File: src/shared/umps_pkg.sv
// Contract
// - a rise of ring detect to 1 raises a modem-status event.
// - request-to-send is active low; low means this end can take receive data.
// - modem control bit 1 set drives request-to-send low.
// - request-to-send reads high after any reset.
// - flow state steers request-to-send only with enhanced feature bit 6.
// - combined read/write strobe counts only in 68-style bus mode.
// - 68-style, strobe 1 reads the register chosen by select and address.
// - 68-style, strobe 0 writes bus data to the selected register.
//
// constants and types shared by the modem pin and bus strobe block.
// assumes one clock, synchronous active-high reset.
`default_nettype none

package umps_pkg;

    // ------------------------------------------------------------
    // bus widths and field positions
    // ------------------------------------------------------------
    localparam int UMPS_ADDR_W = 5;
    localparam int UMPS_DATA_W = 8;
    localparam int UMPS_MCR_RTS_BIT = 1;
    localparam int UMPS_EFR_AUTO_RTS_BIT = 6;
    // the separate-strobe mode only decodes three address bits
    localparam logic [4:0] UMPS_ADDR16_MASK = 5'h07;

    // ------------------------------------------------------------
    // reset values
    // ------------------------------------------------------------
    localparam logic UMPS_RTS_N_RST = 1'h1;
    localparam logic UMPS_RING_RST = 1'h1;
    localparam logic UMPS_RX_IDLE = 1'h1;
    localparam logic [7:0] UMPS_DATA_RST = 8'h00;
    localparam logic [4:0] UMPS_ADDR_RST = 5'h00;

    // ------------------------------------------------------------
    // bus access states, one-hot
    // ------------------------------------------------------------
    typedef enum logic [1:0] {
        UMPS_BUS_IDLE = 2'h1,
        UMPS_BUS_BUSY = 2'h2
    } umps_bus_state_type;

endpackage : umps_pkg

`default_nettype wire

File: src/design/umps_top.sv
// one channel's ring detect, request-to-send and host bus strobe decode.
// assumes inputs are synchronous to clk; the register file sits outside,
// takes the strobes below and answers reads combinationally on reg_rdata.
`default_nettype none

module umps_top (
    // clock and reset
    input wire logic clk,
    input wire logic sys_rst,
    // modem pins
    input wire logic ring_detect_in,
    output logic rts_n,
    input wire logic rx_in,
    output logic rx_line,
    // modem events and state towards the status logic
    output logic ring_event,
    output logic ring_present,
    // control bits and flow state from the register file
    input wire logic [umps_pkg::UMPS_DATA_W-1:0] modem_ctrl_reg,
    input wire logic [umps_pkg::UMPS_DATA_W-1:0] enhanced_feature_reg,
    input wire logic rx_room,
    // host bus pins
    input wire logic mode_68,
    input wire logic cs_n,
    input wire logic rw,
    input wire logic rd_n,
    input wire logic wr_n,
    input wire logic [umps_pkg::UMPS_ADDR_W-1:0] addr,
    input wire logic [umps_pkg::UMPS_DATA_W-1:0] bus_data_in,
    output logic [umps_pkg::UMPS_DATA_W-1:0] bus_data_out,
    output logic bus_data_oe,
    // strobes towards the register file
    output logic reg_rd,
    output logic reg_wr,
    output logic [umps_pkg::UMPS_ADDR_W-1:0] reg_addr,
    output logic [umps_pkg::UMPS_DATA_W-1:0] reg_wdata,
    input wire logic [umps_pkg::UMPS_DATA_W-1:0] reg_rdata
);
    import umps_pkg::*;

    // ------------------------------------------------------------
    // state
    // ------------------------------------------------------------
    typedef struct packed {
        umps_bus_state_type bus_state;
        logic is_read;
        logic reg_rd;
        logic reg_wr;
        logic [UMPS_ADDR_W-1:0] reg_addr;
        logic [UMPS_DATA_W-1:0] reg_wdata;
        logic [UMPS_DATA_W-1:0] data_out;
        logic data_oe;
        logic ring_meta;
        logic ring_sync;
        logic ring_prev;
        logic ring_event;
        logic ring_present;
        logic rts_n;
        logic rx_line;
    } umps_state_type;

    umps_state_type q;
    umps_state_type d;

    // ------------------------------------------------------------
    // helpers
    // ------------------------------------------------------------
    // direction of an access: combined strobe in 68 mode, else read strobe
    function automatic logic umps_is_read(input logic m68, input logic rwv,
                                          input logic rdn);
        umps_is_read = m68 ? rwv : ~rdn;
    endfunction : umps_is_read

    // an access is live while select and (in 16 mode) a strobe are low
    function automatic logic umps_live(input logic m68, input logic csn,
                                       input logic rdn, input logic wrn);
        umps_live = ~csn & (m68 | ~rdn | ~wrn);
    endfunction : umps_live

    logic acc_live;
    logic acc_read;
    logic rts_req;
    logic auto_rts;

    assign acc_live = umps_live(mode_68, cs_n, rd_n, wr_n);
    assign acc_read = umps_is_read(mode_68, rw, rd_n);
    assign rts_req = modem_ctrl_reg[UMPS_MCR_RTS_BIT];
    assign auto_rts = enhanced_feature_reg[UMPS_EFR_AUTO_RTS_BIT];

    // ------------------------------------------------------------
    // next state
    // ------------------------------------------------------------
    always_comb begin
        d = q;
        d.reg_rd = 1'h0;
        d.reg_wr = 1'h0;
        // ring detect: two flops, then edge against a third
        d.ring_meta = ring_detect_in;
        d.ring_sync = q.ring_meta;
        d.ring_prev = q.ring_sync;
        d.ring_event = q.ring_sync & ~q.ring_prev;
        d.ring_present = ~q.ring_sync;
        // flow control only gates the request in automatic mode
        if (auto_rts) begin
            d.rts_n = ~(rts_req & rx_room);
        end else begin
            d.rts_n = ~rts_req;
        end
        d.rx_line = rx_in;
        // one strobe per access; the bus must release before the next
        case (q.bus_state)
            UMPS_BUS_IDLE: begin
                d.data_oe = 1'h0;
                if (acc_live) begin
                    d.bus_state = UMPS_BUS_BUSY;
                    d.is_read = acc_read;
                    d.reg_rd = acc_read;
                    d.reg_wr = ~acc_read;
                    d.reg_addr = mode_68 ? addr : (addr & UMPS_ADDR16_MASK);
                    d.reg_wdata = bus_data_in;
                end
            end
            UMPS_BUS_BUSY: begin
                // hold the read value on the pins while the access lasts
                d.data_oe = q.is_read & acc_live;
                d.data_out = q.is_read ? reg_rdata : q.data_out;
                if (!acc_live) begin
                    d.bus_state = UMPS_BUS_IDLE;
                end
            end
            default: begin
                d.bus_state = UMPS_BUS_IDLE;
                d.data_oe = 1'h0;
            end
        endcase
        // synchronous reset: all pins back to their quiet levels
        if (sys_rst) begin
            d.bus_state = UMPS_BUS_IDLE;
            d.is_read = 1'h0;
            d.reg_rd = 1'h0;
            d.reg_wr = 1'h0;
            d.reg_addr = UMPS_ADDR_RST;
            d.reg_wdata = UMPS_DATA_RST;
            d.data_out = UMPS_DATA_RST;
            d.data_oe = 1'h0;
            d.ring_meta = UMPS_RING_RST;
            d.ring_sync = UMPS_RING_RST;
            d.ring_prev = UMPS_RING_RST;
            d.ring_event = 1'h0;
            d.ring_present = 1'h0;
            d.rts_n = UMPS_RTS_N_RST;
            d.rx_line = UMPS_RX_IDLE;
        end
    end

    // ------------------------------------------------------------
    // state register
    // ------------------------------------------------------------
    always_ff @(posedge clk) begin
        q <= d;
    end

    // outputs straight from the state flops
    assign rts_n = q.rts_n;
    assign rx_line = q.rx_line;
    assign ring_event = q.ring_event;
    assign ring_present = q.ring_present;
    assign bus_data_out = q.data_out;
    assign bus_data_oe = q.data_oe;
    assign reg_rd = q.reg_rd;
    assign reg_wr = q.reg_wr;
    assign reg_addr = q.reg_addr;
    assign reg_wdata = q.reg_wdata;
endmodule : umps_top

`default_nettype wire

File: config.mk
export PLATFORM = sky130hd
export DESIGN_NAME = umps_top
export DESIGN_NICKNAME = d
export VERILOG_FILES = /design/src/shared/umps_pkg.sv /design/src/design/umps_top.sv
export SDC_FILE = /design/constraint.sdc
export NUM_CORES = 1
export LEC_CHECK = 0
export BUFFER_PORTS_ARGS = -buffer_cell sky130_fd_sc_hd__buf_2
export CAP_MARGIN = 20
export CELL_PAD_IN_SITES_DETAIL_PLACEMENT = 1
export CELL_PAD_IN_SITES_GLOBAL_PLACEMENT = 1
export CORE_UTILIZATION = 32
export CTS_CLUSTER_SIZE = 40
export DETAILED_ROUTE_END_ITERATION = 6
export GPL_TIMING_DRIVEN = 0
export HOLD_SLACK_MARGIN = 0.12
export PLACE_DENSITY_LB_ADDON = 0.05
export SLEW_MARGIN = 30
export SYNTH_ARGS = -nofsm -noshare
export SYNTH_HDL_FRONTEND = slang
export SYNTH_SLANG_ARGS = --single-unit
File: constraint.sdc
create_clock -name clk -period 1.5 [get_ports clk]
set_clock_uncertainty 0.15 [all_clocks]
set_input_delay 0.15 -clock clk [delete_from_list [all_inputs] [get_ports clk]]
set_output_delay 0.15 -clock clk [all_outputs]
set_load 0.02 [all_outputs]
==> impl_metrics.yaml, run 1 <==
status:
  status: "finished clean"
grt:
  grt_usage: 0.157
  grt.overflow.total: 0
  grt_max_degree: 11
  busiest_layer: "met2"
  use_met2: 0.285
  use_met1: 0.159
  grt_pass1_vias: 1367
  grt_pass1_wl_um: 5910
  antenna_found_initial: 0
  use_met3: 0.0453
worst_setup_path:
  crit_path_end_kind: "flop"
  slowest_stage: "dlygate4sd3_1"
  cp.required_ns: 1.52
  cpMostUsedCell: "dlygate4sd3_1"
  cp-start-kind: "input pin"
  crit_arrival_ns: 1.46
  crit_fanout: 1
  crit_chain: "dlygate4sd3_1 -> buf_2 -> nand2b_1 -> dlygate4sd3_1 -> nand3b_1"
  max_stage_delay_ns: 0.54
  critPathKind: "input pin to flop"
logic_synthesis:
  ys_types: 22
  synth_top_area_frac: 0.473
  syn-num-nets: 189
  ys_top_cells_by_count: "dfxtp_1 (34), nand2b_1 (30), buf_4 (21)"
  synth_seq_area_share: 0.473
  yosys-top-cells-area: "dfxtp_1 (47%), mux2i_1 (13%), nand2b_1 (13%), buf_4 (11%), nor2_1 (2.9%)"
  synth_seq_cells: 34
  syn_area_um2: 1440
  synth-main-ff-cell: "dfxtp_1"
  synth_edf_count: 0
  syn_area_per_cell_um2: 10.1
  yosys.area.top_type: "dfxtp_1"
  netlist_instances: 142
  async_flop_share: 0
  yosysMostFrequentCell: "dfxtp_1"
  ys_warn_count: 0
placement:
  portBuffers: 60
  dp_hpwl_um: 2450
  gp_congestion: 0.762
  place_area_um2: 1800
cells_and_area:
  drive_gt1_frac: 0.403
  finalNetCount: 289
  filler_cell_count: 523
  utilization: 0.519
  fin_area_um2: 2240
  diodes: 0
  areaGrowthSynthToFinish_pct: 55.9
sta:
  max_freq_mhz: 694
  hold_ws_ns: 0.208
  worstMarginPinSlew_ns: 0.464
  slew_violations: 0
  finalSetupViolCount: 0
  rsz0062_at_grt: "no"
  finalSetupTns_ns: 0
  min_period_ns: 1.44
  finalHoldViolCount: 0
  fin_crit_sh: 0.960
  relSlewSlack: 0.691
clocking:
  clk_latency_ns: 0.28
  cts_buffers: 5
  clkTransAtPathRegs_ns: 0.07
  clockBufferDepth: 2
  cts.sinks: 34
  tritoncts: "yes"
  cts_root_buf: "clkbuf_8"
  htreeDepth: 2
power_and_ir_drop:
  p_leak_nw: 1.15
  ir_drop_uv: 427
  power_density_nw_per_um2: 889
floorplan:
  io_pins: 75
  start_util: 0.333
  rows: 24
  die_y_um: 69.1
  coreArea_um2: 4320
  die_x_um: 69.1
  dieArea_um2: 4770
drt:
  drt_iter0_drc: 26
  finalWirelength_um: 3580
  drt-vias-per-instance: 4.39
  avgRoutedWirePerCell_um: 12.1
  drc: 0
  drtAntennaViolNets: 0
  dr.pass1.iters: 5
  num_vias: 1296
run:
  maxCapViolCount: 0
hold_path:
  hp-class: "input pin to flop"
per-layer routing:
metal | up-vias | wire length (um)
met1 | 612 | 1410
met2 | 36 | 1920
met3 | 9 | 160
met4 | 0 | 87
li1 | 639 | -
met5 | - | 0
worst paths after layout:
check	start	end	slack (ns)	cells after the start
min reg2reg	q[4]$_SDFF_PP1_	ring_event$_SDFF_PP0_	0.25	1
max	enhanced_feature_reg[6]	rts_n$_SDFF_PP1_	0.06	5
max reg2reg	q[32]$_SDFFE_PP1P_	bus_data_out[5]$_SDFFE_PP0P_	0.12	4
min	rd_n	reg_rd$_SDFF_PP0_	0.21	4
worst max-delay path, delay by kind of cell:
kind                   cells  cell delay, ns
AND/OR/NAND/NOR            2            0.12
buffers and inverters      3            1.19
cell usage in the layout, fill, tap and decap left out, types with 5 or more instances in the layout:
cell,synthesis,final
nand2b_1,30,29
buf_2,1,60
clkbuf_1,4,5
dlygate4sd3_1,0,29
clkbuf_8,0,6
mux2i_1,19,19
dfxtp_1,34,34
buf_4,21,22
nor2_1,11,11
cell families after synthesis:
logic type      after synthesis  share of synthesized area
mux                          19                      0.132
simple gates                 52                      0.222
buf+inv                      30                      0.139
compound gates                7                     0.0339
flops                        34                      0.473
registers in the layout, summed over array words and instances (netlist names):
signal / count
bus_data_out: 8
reg_wdata: 8
q: 6
reg_addr: 5
bus_data_oe: 1
reg_rd: 1
reg_wr: 1
ring_event: 1
ring_present: 1
rts_n: 1
rx_line: 1
cell type report:
class                      instances  area, um2  share of cell area
buffer                            27        189              0.0842
inverter                           3       11.3             0.00502
clock buffer                       7       86.3              0.0385
clock inverter                     1       5.00             0.00223
timing repair buffer              93        641               0.286
multi-input combinational         78        566               0.252
sequential                        34        681               0.303
tap                               52       65.1              0.0290
through the flow:
| stage | instances | worst slack [ns] | total power, mW |
|---|---|---|---|
| after global routing | 295 | 0.0285 | 2.11 |
| after detailed placement | 254 | -0.0696 | 1.26 |
| after global placement | 254 | 0.0133 | 1.24 |
| after floorplan | 142 | 0.150 | 1.15 |
| after CTS | 294 | 0.0276 | 2.02 |
| final | 295 | 0.0595 | 2.00 |
repair_timing:
item,4_1_cts,5_1_grt
hold endpoints to repair,27,0
setup buffers,1,1
resized for setup,0,8
hold buffers,31,0
endpoints found under the setup margin,8,15
pin swaps,1,2
gates cloned,0,1
where the power goes:
part	leakage (nW)	switching [mW]	internal (mW)
registers	0.278	0.0213	0.943
clock network	0.0482	0.310	0.370
logic	0.819	0.148	0.203
total	1.15	0.479	1.52
Power figures use the tool's default switching activity.
==> run 2: changes to the inputs <==
- RECOVER_POWER: unset -> 50
==> impl_metrics.yaml, run 2 (same netlist as run 1, synthesis figures left out) <==
status:
  status: "finished clean"
power_and_ir_drop:
  seq_power_share: 0.485
  p_total_mw: 1.99
  p_switching_mw: 0.481
  power_density_nw_per_um2: 899
  switching_share: 0.242
  p_clk_frac: 0.342
  ir_drop_uv: 427
  p_leak_nw: 1.04
  p_int_mw: 1.51
  combPwrFrac: 0.173
hold_path:
  hp-class: "input pin to flop"
  worstHoldPathCells: 4
grt:
  grt_usage: 0.157
  grt_pass1_wl_um: 5910
  grt.overflow.total: 0
  grt_max_degree: 11
  grt_pass1_vias: 1367
  antenna_found_initial: 0
worst_setup_path:
  crit_path_start: "enhanced_feature_reg[6]"
  crit_end: "rts_n$_SDFF_PP1_"
  crit_arrival_ns: 1.46
  critPathKind: "input pin to flop"
  crit_fanout: 1
  cp-start-kind: "input pin"
  cp.required_ns: 1.52
  worst_r2r_path_depth: 4
  worstReg2RegStart: "q[32]$_SDFFE_PP1P_"
  crit_path_end_kind: "flop"
  rr_endpoint: "bus_data_out[5]$_SDFFE_PP0P_"
  reg2reg_slack_ns: 0.12
cells_and_area:
  areaGrowthSynthToFinish_pct: 53.7
  drive_gt1_frac: 0.296
  finalNetCount: 289
  diodes: 0
  final_cell_mix: "buf_2 (34), dfxtp_1 (34), clkbuf_1 (31)"
  fin_area_um2: 2210
drt:
  drc: 0
  drt-vias-per-instance: 4.40
  finalWirelength_um: 3590
  num_vias: 1298
  drtAntennaViolNets: 0
  dr.pass1.iters: 5
  drt_iter0_drc: 27
  avgRoutedWirePerCell_um: 12.2
sta:
  min_period_ns: 1.44
  worst_slack_ns: 0.0644
  fin_crit_sh: 0.957
  finalHoldViolCount: 0
  finalSetupViolCount: 0
  max_freq_mhz: 697
  rsz0062_at_grt: "no"
  relSlewSlack: 0.691
  worstMarginPinSlew_ns: 0.464
  slew_violations: 0
clocking:
  cts.sinks: 34
  cts_root_buf: "clkbuf_8"
  clkTransAtPathRegs_ns: 0.07
  cts_buffers: 5
  clk_latency_ns: 0.28
  clockBufferDepth: 2
  htreeDepth: 2
  tritoncts: "yes"
floorplan:
  rows: 24
  io_pins: 75
  dieArea_um2: 4770
  die_y_um: 69.1
  start_util: 0.333
  die_x_um: 69.1
  coreArea_um2: 4320
placement:
  place_ws_ns: -0.0696
  dp_hpwl_um: 2450
  gp_congestion: 0.762
  portBuffers: 60
  place_area_um2: 1800
run:
  maxCapViolCount: 0
[run 2: changes by cell type in the layout (fill, tap and decap cells not counted), sizes merged]
cell | previous run | this run
buf | 85 | 59
clkbuf | 11 | 37
[run 2: worst min path at each step]
| stage | from | end | slack (ns) |
|---|---|---|---|
| final | rd_n | reg_rd$_SDFF_PP0_ | 0.21 |
| after global routing | rd_n | reg_rd$_SDFF_PP0_ | 0.26 |
| after CTS | sys_rst | ring_present$_SDFF_PP0_ | 0.24 |
| after detailed placement | ring_detect_in | q[6]$_SDFF_PP1_ | 0.19 |
| after global placement | ring_detect_in | q[6]$_SDFF_PP1_ | 0.18 |
| after floorplan | modem_ctrl_reg[1] | rts_n$_SDFF_PP1_ | 0.08 |
[run 2: layout make-up]
type | count | area [um2]
Timing Repair Buffer | 93 | 608
Tap cell | 52 | 65.1
Buffer | 27 | 189
Clock inverter | 1 | 5.00
Fill cell | 529 | 2110
Multi-Input combinational cell | 78 | 566
Inverter | 3 | 11.3
Sequential cell | 34 | 681
Clock buffer | 7 | 86.3
[run 2: power groups by stage]
stage / Sequential, mW / Combinational, mW / Clock [mW]
6_report: 0.965 / 0.344 / 0.680
5_1_grt: 0.969 / 0.375 / 0.757
4_1_cts: 0.963 / 0.340 / 0.717
3_5_place_dp: 0.983 / 0.274 / 0
3_3_place_gp: 0.980 / 0.265 / 0
2_1_floorplan: 0.986 / 0.168 / 0
[run 2: per-layer routing]
layer	vias to the layer above	wire, um	global-route usage
met2	36	1930	0.285
li1	640	-	-
met4	0	87	0.0862
met1	613	1410	0.159
met5	-	0	0
met3	9	164	0.0453
[run 2: worst max-delay path, cell delays in order]
cell           delay, ns
dlygate4sd3_1       0.53
buf_2               0.12
nand2b_1            0.05
dlygate4sd3_1       0.54
nand3b_1            0.07
[run 2: through the flow]
step	setup TNS [ns]	hold slack, ns	utilization	instances
final	0	0.209	0.511	295
after CTS	0	0.235	0.512	294
after global routing	0	0.259	0.511	295
after global placement	0	0.183	0.417	254
after detailed placement	-0.372	0.188	0.417	254
after floorplan	0	0.0839	-	142
[run 2: what timing repair did]
| item | in CTS | in global routing |
|---|---|---|
| pin swaps | 1 | 2 |
| gates cloned | 0 | 1 |
| endpoints found under the hold margin | 27 | 0 |
| setup endpoints to repair | 8 | 15 |
| hold buffers | 31 | 0 |
| setup buffers | 1 | 1 |
| resized for setup | 0 | 8 |
==> run 3: changes to the inputs <==
- CORE_ASPECT_RATIO: unset -> 0.8
- SLEW_MARGIN: 30 -> unset
==> impl_metrics.yaml, run 3 (same netlist as run 1, synthesis figures left out) <==
cells_and_area:
  finalNetCount: 286
  diodes: 0
  layout_commonest_cell: "dfxtp_1"
  areaGrowthSynthToFinish_pct: 50.9
  drive_gt1_frac: 0.292
  final_cells: 297
  final_cell_mix: "dfxtp_1 (34), buf_2 (33), clkbuf_1 (32)"
floorplan:
  die_x_um: 77.0
  rows: 21
  die_y_um: 62.0
  coreArea_um2: 4260
  dieArea_um2: 4770
  start_util: 0.338
  io_pins: 75
sta:
  worst_slack_ns: 0.0431
  finalHoldViolCount: 0
  fin_crit_sh: 0.971
  relSlewSlack: 0.681
  rsz0062_at_grt: "no"
  max_freq_mhz: 686
  hold_ws_ns: 0.140
  slew_violations: 0
  min_period_ns: 1.46
  finalSetupViolCount: 0
  worstMarginPinSlew_ns: 0.479
worst_setup_path:
  cp_top_family: "buffers and inverters"
  crit_arrival_ns: 1.48
  crit_path_start: "enhanced_feature_reg[6]"
  max_stage_delay_ns: 0.55
  cp-start-kind: "input pin"
  crit_chain: "dlygate4sd3_1 -> buf_2 -> nand2b_1 -> dlygate4sd3_1 -> nand3b_1"
  cpMostUsedCell: "dlygate4sd3_1"
  cp.required_ns: 1.52
  critPathBufInv: 3
  crit_fanout: 1
  slowest_stage: "dlygate4sd3_1"
  critPathKind: "input pin to flop"
  worstReg2RegStart: "q[33]$_SDFFE_PP0P_"
  crit_path_end_kind: "flop"
clocking:
  tritoncts: "yes"
  cts_buffers: 5
  clk_latency_ns: 0.29
  htreeDepth: 2
  cts_root_buf: "clkbuf_8"
  cts.sinks: 34
  clkTransAtPathRegs_ns: 0.06
  clockBufferDepth: 2
grt:
  grt_usage: 0.161
  grt_pass1_vias: 1246
  grt_pass1_wl_um: 5660
  antenna_found_initial: 0
  grt_max_degree: 11
  grt.overflow.total: 0
drt:
  num_vias: 1271
  top_layer: "met4"
  avgRoutedWirePerCell_um: 12.1
  routed-wl-met3_um: 225
  drtAntennaViolNets: 0
  m1WireLength_um: 1510
  wl_met2_um: 1740
  drt_iter0_drc: 16
  drt-vias-per-instance: 4.28
  finalWirelength_um: 3610
  drc: 0
  dr.pass1.iters: 4
power_and_ir_drop:
  power_density_nw_per_um2: 912
  p_leak_nw: 1.00
  ir_drop_uv: 583
  p_total_mw: 1.98
placement:
  portBuffers: 60
  dp_hpwl_um: 2400
  place_inst: 259
  place_ws_ns: -0.0615
  gp_congestion: 0.704
status:
  status: "finished clean"
run:
  maxCapViolCount: 0
hold_path:
  hp-class: "input pin to flop"
  hp-start: "mode_68"
==> run 3: stage by stage <==
stage          area, um2  setup TNS [ns]  utilization
5_1_grt             2170               0        0.510
4_1_cts             2200               0        0.517
3_3_place_gp        1810               0        0.425
3_5_place_dp        1810          -0.275        0.425
6_report            2170               0        0.510
2_1_floorplan       1440               0            -
==> run 3: power by group <==
part | switching, mW | internal, mW
sequential | 0.0207 | 0.943
combinational | 0.145 | 0.182
clock | 0.318 | 0.370
total | 0.484 | 1.50
==> run 3: tightest hold or removal path, stage by stage <==
cell and delay [ns]:
buf_2 0.12, inv_1 0.06, o2111ai_1 0.14, inv_1 0.08
==> run 3: worst paths after layout <==
| kind | slack [ns] | depth (start not counted) | endpoint |
|---|---|---|---|
| max | 0.04 | 5 | rts_n$_SDFF_PP1_ |
| min | 0.14 | 4 | reg_rd$_SDFF_PP0_ |
| max reg2reg | 0.13 | 4 | reg_wdata[4]$_SDFFE_PP0P_ |
| min reg2reg | 0.26 | 1 | ring_event$_SDFF_PP0_ |
==> run 3: area by class of cell <==
cell class	count	area, um2
Clock inverter	1	5.00
Multi-Input combinational cell	78	561
Fill cell	525	2090
Inverter	3	11.3
Clock buffer	7	86.3
Timing Repair Buffer	90	564
Tap cell	57	71.3
Buffer	27	191
Sequential cell	34	681
==> run 3: timing repair <==
| action | in CTS | in global routing |
|---|---|---|
| setup endpoints to repair | 7 | 7 |
| buffers inserted | 1 | 0 |
| hold endpoints to repair | 27 | 0 |
| hold buffers | 29 | 0 |
| pin swaps | 1 | 1 |
| gates resized for setup | 0 | 2 |
==> run 3: layer usage <==
layer / up-vias / global-route usage
li1: 630 / -
met1: 584 / 0.169
met2: 43 / 0.286
met3: 14 / 0.0511
met4: 0 / 0.121
met5: - / 0
